$ cat src/shared/trc_pkg.sv
// Package with the shared constants and types of the threshold relay block.
package trc_pkg;

  // ----------------------------------------------------------------------
  // Widths
  // ----------------------------------------------------------------------
  localparam int VAL_W = 16;
  localparam int DLY_W = 16;
  localparam int CNT_W = 32;

  // ----------------------------------------------------------------------
  // Timing
  // ----------------------------------------------------------------------
  localparam int CLK_PERIOD_NS = 25;
  localparam int TICK_MS_NS = 1000000;
  localparam int TICK_MS_CYC = TICK_MS_NS / CLK_PERIOD_NS;
  localparam int BLINK_MS = 500;
  localparam logic [15:0] BLINK_TICKS = 16'(BLINK_MS);

  // Display temperature working range in degrees Celsius.
  localparam logic signed [VAL_W-1:0] TEMP_MIN_C = -16'sd20;
  localparam logic signed [VAL_W-1:0] TEMP_MAX_C = 16'sd70;

  // ----------------------------------------------------------------------
  // Encodings
  // ----------------------------------------------------------------------
  // Output mode: relay unused, one threshold, two thresholds.
  localparam logic [1:0] OUT_UNUSED = 2'h0;
  localparam logic [1:0] OUT_ONE = 2'h1;
  localparam logic [1:0] OUT_TWO = 2'h2;

  // Alarm behaviour in critical situations.
  localparam logic [1:0] ALM_KEEP = 2'h0;
  localparam logic [1:0] ALM_ON = 2'h1;
  localparam logic [1:0] ALM_OFF = 2'h2;

  // Time unit for the delays.
  localparam logic [1:0] UNIT_MS = 2'h0;
  localparam logic [1:0] UNIT_S = 2'h1;
  localparam logic [1:0] UNIT_MIN = 2'h2;
  localparam logic [CNT_W-1:0] MS_PER_S = 32'h0000_03E8;
  localparam logic [CNT_W-1:0] MS_PER_MIN = 32'h0000_EA60;

  // Reset values.
  localparam logic RELAY_RST = 1'b0;

  // Zone seen by the comparator.
  typedef enum logic [1:0] {ZONE_MID, ZONE_A, ZONE_B} trc_zone_t;

  // Dwell state of the relay timer.
  typedef enum logic [1:0] {ST_IDLE, ST_WAIT} trc_state_t;

endpackage

$ cat src/verilog/trc_relay.sv
// Threshold relay controller with relay LED and general alarm LED.
`timescale 1ns/1ps
// How it works
// - Output mode picks unused, one or two setpoints.
// - Change only past a border after the delay.
// - Zero delays switch immediately at a border.
// - Turn on after dwell of turn-on delay.
// - Turn off after turn-off delay elapses.
// - Leaving zone early keeps relay state.
// - Mode decides relay state in zone A.
// - Alarm setting forces on, off or keeps.
// - Two setpoints share all other settings.
// - Inside or outside zone turns relay on.
// - Setpoints may come in either order.
// - Compare present value or held peak.
// - Relay LED dark when open, flashes closed.
// - Alarm LED green normally, red on alarm.
// - Alarm LED flashes outside display temperature range.
module trc_relay (
  input wire logic core_clk,
  input wire logic reset,
  input wire logic signed [15:0] meas_value,
  input wire logic signed [15:0] peak_value,
  input wire logic peak_active,
  input wire logic [1:0] out_mode,
  input wire logic mode_on_in,
  input wire logic signed [15:0] first_setpoint,
  input wire logic signed [15:0] second_setpoint,
  input wire logic [15:0] hysteresis,
  input wire logic [15:0] turn_on_delay,
  input wire logic [15:0] turn_off_delay,
  input wire logic [1:0] time_unit,
  input wire logic [1:0] alarm_mode,
  input wire logic critical,
  input wire logic any_input_alarm,
  input wire logic signed [15:0] display_temp,
  output logic relay_on,
  output logic relay_led_red,
  output logic general_alarm_led_green,
  output logic general_alarm_led_red
);

  logic tick_ms;
  logic signed [17:0] val;
  logic signed [17:0] lo_sp;
  logic signed [17:0] hi_sp;
  logic signed [17:0] hyst;
  trc_pkg::trc_zone_t zone;
  logic want;
  logic want_valid;
  logic [31:0] scale;
  logic [31:0] on_lim;
  logic [31:0] off_lim;
  logic [31:0] lim;

  logic relay_q;
  logic relay_d;
  trc_pkg::trc_state_t st_q;
  trc_pkg::trc_state_t st_d;
  logic target_q;
  logic target_d;
  logic [31:0] cnt_q;
  logic [31:0] cnt_d;
  logic [15:0] blink_cnt_q;
  logic [15:0] blink_cnt_d;
  logic blink_q;
  logic blink_d;
  logic led_q;
  logic led_d;
  logic grn_q;
  logic grn_d;
  logic red_q;
  logic red_d;

  trc_tick u_tick (
    .core_clk(core_clk),
    .reset(reset),
    .tick_ms(tick_ms)
  );

  // ----------------------------------------------------------------------
  // Zone detection
  // ----------------------------------------------------------------------
  // Widened arithmetic so setpoint plus hysteresis never wraps.
  always_comb
  begin
    val = peak_active ? 18'(peak_value) : 18'(meas_value);
    hyst = $signed({2'b00, hysteresis});
    if (first_setpoint <= second_setpoint)
    begin
      lo_sp = 18'(first_setpoint);
      hi_sp = 18'(second_setpoint);
    end
    else
    begin
      lo_sp = 18'(second_setpoint);
      hi_sp = 18'(first_setpoint);
    end
    zone = trc_pkg::ZONE_MID;
    want = relay_q;
    want_valid = 1'b0;
    case (out_mode)
      trc_pkg::OUT_ONE:
      begin
        if (val > 18'(first_setpoint) + hyst)
          zone = trc_pkg::ZONE_A;
        else if (val < 18'(first_setpoint) - hyst)
          zone = trc_pkg::ZONE_B;
        want_valid = (zone != trc_pkg::ZONE_MID);
        want = (zone == trc_pkg::ZONE_A) ? mode_on_in : !mode_on_in;
      end
      trc_pkg::OUT_TWO:
      begin
        if (val > lo_sp + hyst && val < hi_sp - hyst)
          zone = trc_pkg::ZONE_A;
        else if (val < lo_sp - hyst || val > hi_sp + hyst)
          zone = trc_pkg::ZONE_B;
        want_valid = (zone != trc_pkg::ZONE_MID);
        want = (zone == trc_pkg::ZONE_A) ? mode_on_in : !mode_on_in;
      end
      default:
      begin
        want_valid = 1'b0;
        want = 1'b0;
      end
    endcase
  end

  // ----------------------------------------------------------------------
  // Delay limits
  // ----------------------------------------------------------------------
  // Delays are counted in milliseconds scaled by the time unit.
  // The largest delay in minutes still fits the 32-bit limit.
  always_comb
  begin
    case (time_unit)
      trc_pkg::UNIT_S: scale = trc_pkg::MS_PER_S;
      trc_pkg::UNIT_MIN: scale = trc_pkg::MS_PER_MIN;
      default: scale = 32'h0000_0001;
    endcase
    on_lim = 32'(turn_on_delay * scale);
    off_lim = 32'(turn_off_delay * scale);
    lim = target_q ? on_lim : off_lim;
  end

  // ----------------------------------------------------------------------
  // Relay state machine
  // ----------------------------------------------------------------------
  // The relay moves from idle on a zero delay, or from wait at the limit.
  always_comb
  begin
    relay_d = relay_q;
    st_d = st_q;
    target_d = target_q;
    cnt_d = cnt_q;
    case (st_q)
      trc_pkg::ST_IDLE:
      begin
        cnt_d = 32'h0000_0000;
        if (want_valid && want != relay_q)
        begin
          if ((want ? on_lim : off_lim) == 32'h0000_0000)
            relay_d = want;
          else
          begin
            st_d = trc_pkg::ST_WAIT;
            target_d = want;
          end
        end
      end
      trc_pkg::ST_WAIT:
      begin
        if (!want_valid || want != target_q)
        begin
          st_d = trc_pkg::ST_IDLE;
          cnt_d = 32'h0000_0000;
        end
        else if (cnt_q >= lim)
        begin
          relay_d = target_q;
          st_d = trc_pkg::ST_IDLE;
        end
        else if (tick_ms)
          cnt_d = cnt_q + 32'h0000_0001;
      end
      default:
        st_d = trc_pkg::ST_IDLE;
    endcase
    // Unused relay stays open; a critical override below can still force it on.
    // The spare mode code is treated as unused as well.
    if (out_mode != trc_pkg::OUT_ONE && out_mode != trc_pkg::OUT_TWO)
    begin
      relay_d = 1'b0;
      st_d = trc_pkg::ST_IDLE;
    end
    // Critical override.
    // It also parks the timer, so a dwell begun before the fault cannot
    // complete behind it.
    if (critical)
    begin
      st_d = trc_pkg::ST_IDLE;
      cnt_d = 32'h0000_0000;
      if (alarm_mode == trc_pkg::ALM_ON)
        relay_d = 1'b1;
      else if (alarm_mode == trc_pkg::ALM_OFF)
        relay_d = 1'b0;
      else
        relay_d = relay_q;
    end
  end

  // Relay state registers; reset leaves the relay open and the timer idle.
  always_ff @(posedge core_clk)
  begin
    if (reset)
    begin
      relay_q <= trc_pkg::RELAY_RST;
      st_q <= trc_pkg::ST_IDLE;
      target_q <= 1'b0;
      cnt_q <= 32'h0000_0000;
    end
    else
    begin
      relay_q <= relay_d;
      st_q <= st_d;
      target_q <= target_d;
      cnt_q <= cnt_d;
    end
  end

  // ----------------------------------------------------------------------
  // LEDs
  // ----------------------------------------------------------------------
  // One blink phase drives both flashing LEDs so they stay in step.
  always_comb
  begin
    blink_cnt_d = blink_cnt_q;
    blink_d = blink_q;
    if (tick_ms)
    begin
      if (blink_cnt_q == trc_pkg::BLINK_TICKS - 16'h0001)
      begin
        blink_cnt_d = 16'h0000;
        blink_d = !blink_q;
      end
      else
        blink_cnt_d = blink_cnt_q + 16'h0001;
    end
    led_d = relay_d & blink_d;
    red_d = any_input_alarm;
    grn_d = !any_input_alarm;
    if (display_temp < trc_pkg::TEMP_MIN_C ||
        display_temp > trc_pkg::TEMP_MAX_C)
    begin
      red_d = red_d & blink_d;
      grn_d = grn_d & blink_d;
    end
  end

  // LED registers; all LEDs are dark during reset.
  always_ff @(posedge core_clk)
  begin
    if (reset)
    begin
      blink_cnt_q <= 16'h0000;
      blink_q <= 1'b0;
      led_q <= 1'b0;
      grn_q <= 1'b0;
      red_q <= 1'b0;
    end
    else
    begin
      blink_cnt_q <= blink_cnt_d;
      blink_q <= blink_d;
      led_q <= led_d;
      grn_q <= grn_d;
      red_q <= red_d;
    end
  end

  assign relay_on = relay_q;
  assign relay_led_red = led_q;
  assign general_alarm_led_green = grn_q;
  assign general_alarm_led_red = red_q;

endmodule

$ cat src/verilog/trc_tick.sv
// Millisecond tick generator for the threshold relay block.
`timescale 1ns/1ps
module trc_tick (
  input wire logic core_clk,
  input wire logic reset,
  output logic tick_ms
);

  logic [31:0] cnt_q;
  logic [31:0] cnt_d;
  logic tick_q;
  logic tick_d;

  // ----------------------------------------------------------------------
  // Divider
  // ----------------------------------------------------------------------
  // Counts core clocks to one millisecond and pulses once per wrap.
  always_comb
  begin
    tick_d = 1'b0;
    cnt_d = cnt_q + 32'h0000_0001;
    if (cnt_q == 32'(trc_pkg::TICK_MS_CYC - 1))
    begin
      cnt_d = 32'h0000_0000;
      tick_d = 1'b1;
    end
  end

  always_ff @(posedge core_clk)
  begin
    if (reset)
    begin
      cnt_q <= 32'h0000_0000;
      tick_q <= 1'b0;
    end
    else
    begin
      cnt_q <= cnt_d;
      tick_q <= tick_d;
    end
  end

  assign tick_ms = tick_q;

endmodule

$ cat config.mk
export PLATFORM = sky130hd
export DESIGN_NAME = trc_relay
export DESIGN_NICKNAME = d
export VERILOG_FILES = /design/src/shared/trc_pkg.sv /design/src/verilog/trc_relay.sv /design/src/verilog/trc_tick.sv
export SDC_FILE = /design/constraint.sdc
export NUM_CORES = 1
export LEC_CHECK = 0
export BUFFER_PORTS_ARGS = -buffer_cell sky130_fd_sc_hd__buf_2
export CAP_MARGIN = 5
export CORE_MARGIN = 3
export CORE_UTILIZATION = 30
export CTS_BUF_LIST = sky130_fd_sc_hd__clkbuf_8
export CTS_CLUSTER_DIAMETER = 150
export DETAILED_ROUTE_END_ITERATION = 7
export GPL_TIMING_DRIVEN = 0
export PLACE_DENSITY = 0.54
export SYNTH_ARGS = -nofsm -noshare
export SYNTH_HDL_FRONTEND = slang
export SYNTH_SLANG_ARGS = --single-unit
$ cat constraint.sdc
create_clock -name core_clk -period 9.3 [get_ports core_clk]
set_input_delay 1.86 -clock core_clk [delete_from_list [all_inputs] [get_ports core_clk]]
set_output_delay 1.86 -clock core_clk [all_outputs]
set_load 0.005 [all_outputs]
Word-level counts from Yosys, hierarchy flattened
Index checks and enable logic that the tools add are counted.
{ "word_totals": {"ram_bits": 0, "mem_count": 0, "latchBits": 0, "register_bits": 89, "romBits": 0, "input_bits": 140} }
{ "op_classes": {"n_bitwise": 4, "n_eq_ne": 20, "add_sub_neg": 9, "n_reduce_logical": 21, "n_lt_le_gt_ge": 10, "mul": 2, "div": 0, "shifts": 0, "n_mux": 40} }
{ "ops": {"columns": ["cell", "n"], "rows": [
  ["$mux 32", 5],
  ["$add 32x1->32 const B", 2],
  ["$mul 16x32->32", 2],
  ["$pmux 32 s2", 1],
  ["$gt 18x18->1", 3],
  ["$lt 18x18->1", 3],
  ["$mux 18", 3],
  ["$add 18x17->18", 2],
  ["$sub 18x17->18", 2],
  ["$eq 32x16->1 const B", 1],
  ["$ge 32x32->1", 1],
  ["$logic_not 32->1", 1],
  ["$pmux 16 s2", 1],
  ["$mux 2", 10],
  ["$add 16x17->18", 1],
  ["$sub 16x17->18", 1],
  ["$add 16x1->16 const B", 1],
  ["$eq 16x9->1 const B", 1],
  ["$gt 16x8->1 const B", 1],
  ["$le 16x16->1", 1],
  ["$lt 16x6->1 const B", 1],
  ["$mux 16", 1],
  ["$mux 1", 15],
  ["$eq 2x1->1 const B", 6],
  ["18 further kinds", 40]
]} }

Logic depth before layout (Yosys ltp)
{ "depth": {"word_depth": 19, "depth_mapped": 40} }

Modules after synthesis
From an unflattened synthesis, not the netlist that was laid out.
{ "unflattened": {"hier_cells": 2988, "area_unflattened_um2": 25306.8} }
{ "by_module_without_submodules": {"columns": ["mod", "seq_area_each_um2", "area_each_um2", "n_inst", "cells_per_inst"], "rows": [
  ["trc_relay", 1101.1, 23721.5, 1, 2806],
  ["trc_tick", 660.6, 1585.3, 1, 182]
]} }

Least setup slack after synthesis
No wires, ideal clock.
{ "synth_path": {"kind": "input to register", "from": "input time_unit[0]", "to": "register cnt_q[25]", "setup_time_ns": 0.071, "n_path_buf": 3, "required_ns": 9.229, "slack_ns": -0.644, "arrival_ns": 9.873, "cell_stages": 33, "cell_sequence": "inv_1 > ha_1 > clkbuf_1 > clkbuf_1 > nor2b_1 > fa_1 > fa_1 > fa_1 > inv_1 > fa_1 > inv_1 > fa_1 > fa_1 > ha_1 > and2_1 > nand3_1 > a2111o_1 > o21ai_2 > o21ai_2 > a21boi_1 > a21oi_1 > ha_1 > a21o_1 > a21o_1 > a211oi_1 > o21bai_1 > a211oi_1 > o22ai_1 > a2111o_1 > or2_1 > clkbuf_1 > or3_1 > a21oi_1"} }
{ "synth_via": {"elab_chain_len": 7, "elab_cells_between_ends": 9, "classes_between": "mul: 2; order compare: 1; eq/ne: 3; mux: 2; reduce/logical: 1"} }
{ "synth_rtl": {"columns": ["element", "line_no", "rtl"], "rows": [
  ["from (decl)", "trc_relay.sv:32", "input wire logic [1:0] time_unit,"],
  ["$eq 2x2->1 or $eq 2x1->1 (tied branches)", "trc_relay.sv:136", "case (time_unit)"],
  ["$pmux 16 s2 (*)", "trc_relay.sv:136", null],
  ["$mul 16x32->32, on equally long branches", "trc_relay.sv:142, trc_relay.sv:141", null],
  ["$mux 32 (*)", "trc_relay.sv:143", "lim = target_q ? on_lim : off_lim;"],
  ["$ge 32x32->1 (*)", "trc_relay.sv:178", "else if (cnt_q >= lim)"],
  ["$ne 3x3->1 (no line) (*)", null, null],
  ["$reduce_and 3->1 (no line) (*)", null, null],
  ["to (signal assigned)", "trc_relay.sv:227", "cnt_q <= cnt_d;"],
  ["to (decl)", "trc_relay.sv:62", "logic [31:0] cnt_q;"]
]} }
Every way passes the cells marked *; elsewhere a longest branch is shown, timed or not.
A chain may end at the register's enable or synchronous reset.

Worst setup path in the final report
{ "layout_path": {"from": "input time_unit[0]", "to": "register cnt_q[29]"} }
The elaborated chain is that of the path after synthesis.

==> results.cfg <==
[sta]
setup_tns_ns = -2.30
tightest_slew_ns = 0.883
relSlewSlack = 0.411
skew_ns = 0.00800
min_period_ns = 9.50
finalSetupViolations = 28
setup_ws_ns = -0.198
hold_viol = 0
holdWs_ns = 0.459
finalCritPeriodShare = 1.02
slew_viol_final = 0
rsz0062_at_grt = yes
max_freq_mhz = 105

[hold_path]
worstHoldPathCells = 1
min_to = u_tick.cnt_q[0]
hold_path.class = flop to flop
min_from = u_tick.cnt_q[0]

[critical_path]
criticalPathCategory = input pin to flop
cp.required_ns = 9.62
path_delay_family = adder cells
end_kind = flop
ff2ff_path_depth = 13
cp-start-kind = input pin
critPathMostFrequentCell = fa_1
r2r_start = target_q
max_stage_delay_ns = 0.60
path_buf_inv = 5
r2r-end = cnt_q[29]
cp.arrival_ns = 9.82
r2r_setup_slack_ns = 4.84
critPathSlowestCell = fa_1
path_max_fanout = 7

[yosys]
synth_top_area_share = 0.270
synth_common_cells = 545 x ha_1, 430 x inv_1, 242 x fa_1
synthArstFlopShare = 0
synth_edf_count = 0
synth-simple-area-share = 0.161
synth.most_common_cell = ha_1
synth_top_family_by_area = adder cells
synth-seq-area-share = 0.0698
syn_avg_cell_area_um2 = 8.51
synthAdderAreaFrac = 0.462
synth_cell_types = 89
synth_compound_area_frac = 0.139
synthMuxAreaShare = 0.0242
ys_warn_count = 0
yosys.area.top_type = ha_1
yosys_most_used_dff = dfxtp_1
synth_seq_cells = 88
synth-xor-area-share = 0.0687
synthCells = 2968
netlist_area_um2 = 25300
synthTopCellsByArea = ha_1 27%, fa_1 19%, dfxtp_1 7.0%
syn-num-nets = 3895

[cells_and_area]
final_cells = 4242
drive_gt1_frac = 0.156
syn_to_final_growth_pct = 16.6
nets = 4095
final_area_um2 = 29400
largestRegisters = cnt_q: 32 flops, u_tick.cnt_q: 32 flops, blink_cnt_q: 16 flops

[power]
vdd_drop_max_mv = 0.203
combPwrFrac = 0.899
switching_share = 0.537
p_leak_nw = 14.6
pwr-share-clk = 0.039
switchingPower_w = 0.00331
p_seq_frac = 0.062
p_int_w = 0.00285
powerDensity_nw_per_um2 = 209

[clock_tree]
holdBufCountCts = 0
clockBufferDepth = 2
cts_tree = done
cts_root_buf = clkbuf_8
insertion_delay_ns = 0.39
ctsHtreeMaxLevel = 3
clk_pin_slew_worst_paths_ns = 0.08
cts_num_sinks = 88
cts_made_buffers = 9

[drt]
antenna_left = 0
wire_per_inst_um = 16.5
drc = 0
wirelength_um = 69900
dr_total_vias = 20800
drt_iter0_markers = 1004
first_pass_iters = 5
vias_per_cell = 4.90

[die]
core_um2 = 82800
die-area_um2 = 87700
pin_count = 144
row_count = 105
start_util = 0.305
die_w_um = 296
die_h_um = 296

[grt]
grt_max_degree = 19
grt_pass1_vias = 20600
gr-usage-all-layers = 0.157
antenna_found_initial = 4
grt_pass1_wl_um = 110000
grt_overflow = 0

[status]
violations = negative setup slack
outcome = finished with violations

[placement]
hpwl_um = 60100
place_congestion = 0.839
io_buffers = 141
place_ws_ns = -2.03
place_area_um2 = 27600
dp.cells = 4179

[run]
maxCapViolations = 0
## layout by cell type (no fill, tap or decap), drive strengths merged, types with 24 or more instances in the layout
cell,count
nand4,46
clkbuf,57
nor2b,49
a21oi,153
nand2b,26
nand2,158
inv,430
or3,28
xor2,72
and3,32
ha,545
and2,64
o21ai,124
buf,213
nor3,51
nor2,192
mux2,33
a21o,49
fa,242
xnor2,126
nand3,82
dfxtp,88
mux2i,24
a211oi,29
## power by group through the flow
| stage | Clock (W) | Combinational [W] | Sequential, W |
|---|---|---|---|
| 2_1_floorplan | 0 | 0.00375 | 0.000388 |
| 3_3_place_gp | 0 | 0.00493 | 0.000389 |
| 3_5_place_dp | 0 | 0.00492 | 0.000389 |
| 4_1_cts | 0.000255 | 0.00522 | 0.000380 |
| 5_1_grt | 0.000269 | 0.00621 | 0.000381 |
| 6_report | 0.000242 | 0.00553 | 0.000380 |
## stage by stage
| stage | utilization | power [W] |
|---|---|---|
| global placement | 0.334 | 0.00532 |
| global route | 0.356 | 0.00686 |
| floorplan | - | 0.00413 |
| detailed placement | 0.334 | 0.00531 |
| finish | 0.356 | 0.00615 |
| CTS | 0.347 | 0.00585 |
## worst max path at each step
stage	endpoint	cells after the start	from	slack, ns
floorplan	cnt_q[29]	31	time_unit[0]	0.01
global placement	cnt_q[20]	34	time_unit[0]	-2.03
detailed placement	cnt_q[20]	34	time_unit[0]	-2.03
CTS	cnt_q[29]	34	time_unit[0]	-0.13
global route	cnt_q[17]	33	time_unit[0]	-0.36
finish	cnt_q[29]	31	time_unit[0]	-0.20
## layout make-up
type | count | area [um2]
tap | 1070 | 1340
buffer | 62 | 487
multi-input combinational | 2378 | 22900
clock buffer | 10 | 138
timing repair buffer | 198 | 1210
inverter | 431 | 1620
clock inverter | 4 | 22.5
antenna | 1 | 2.50
sequential | 88 | 1760
fill | 8664 | 53300
## routing by layer
metal,global-route usage,routed length [um],share of wire,up-vias
met3,0.0150,2300,0.033,47
met4,0.0227,862,0.012,0
met5,0,0,0,-
met2,0.265,32500,0.46,287
li1,-,-,-,10600
met1,0.223,34200,0.49,9864
## kinds of logic after synthesis
logic type                 Yosys count
xor gates and xnor gates           198
muxes                               57
DFF                                 88
AOI/OAI and AO/OA                  538
adders and majority gates          788
buffers and inverters              502
and+or+nand+nor                    797
## timing repair
item	CTS	global route
buffers inserted	32	23
cloned	2	0
resized for setup	147	145
setup endpoints to repair	36	36
pin swaps	28	81
No activity file was read; power rests on OpenSTA's default activity.
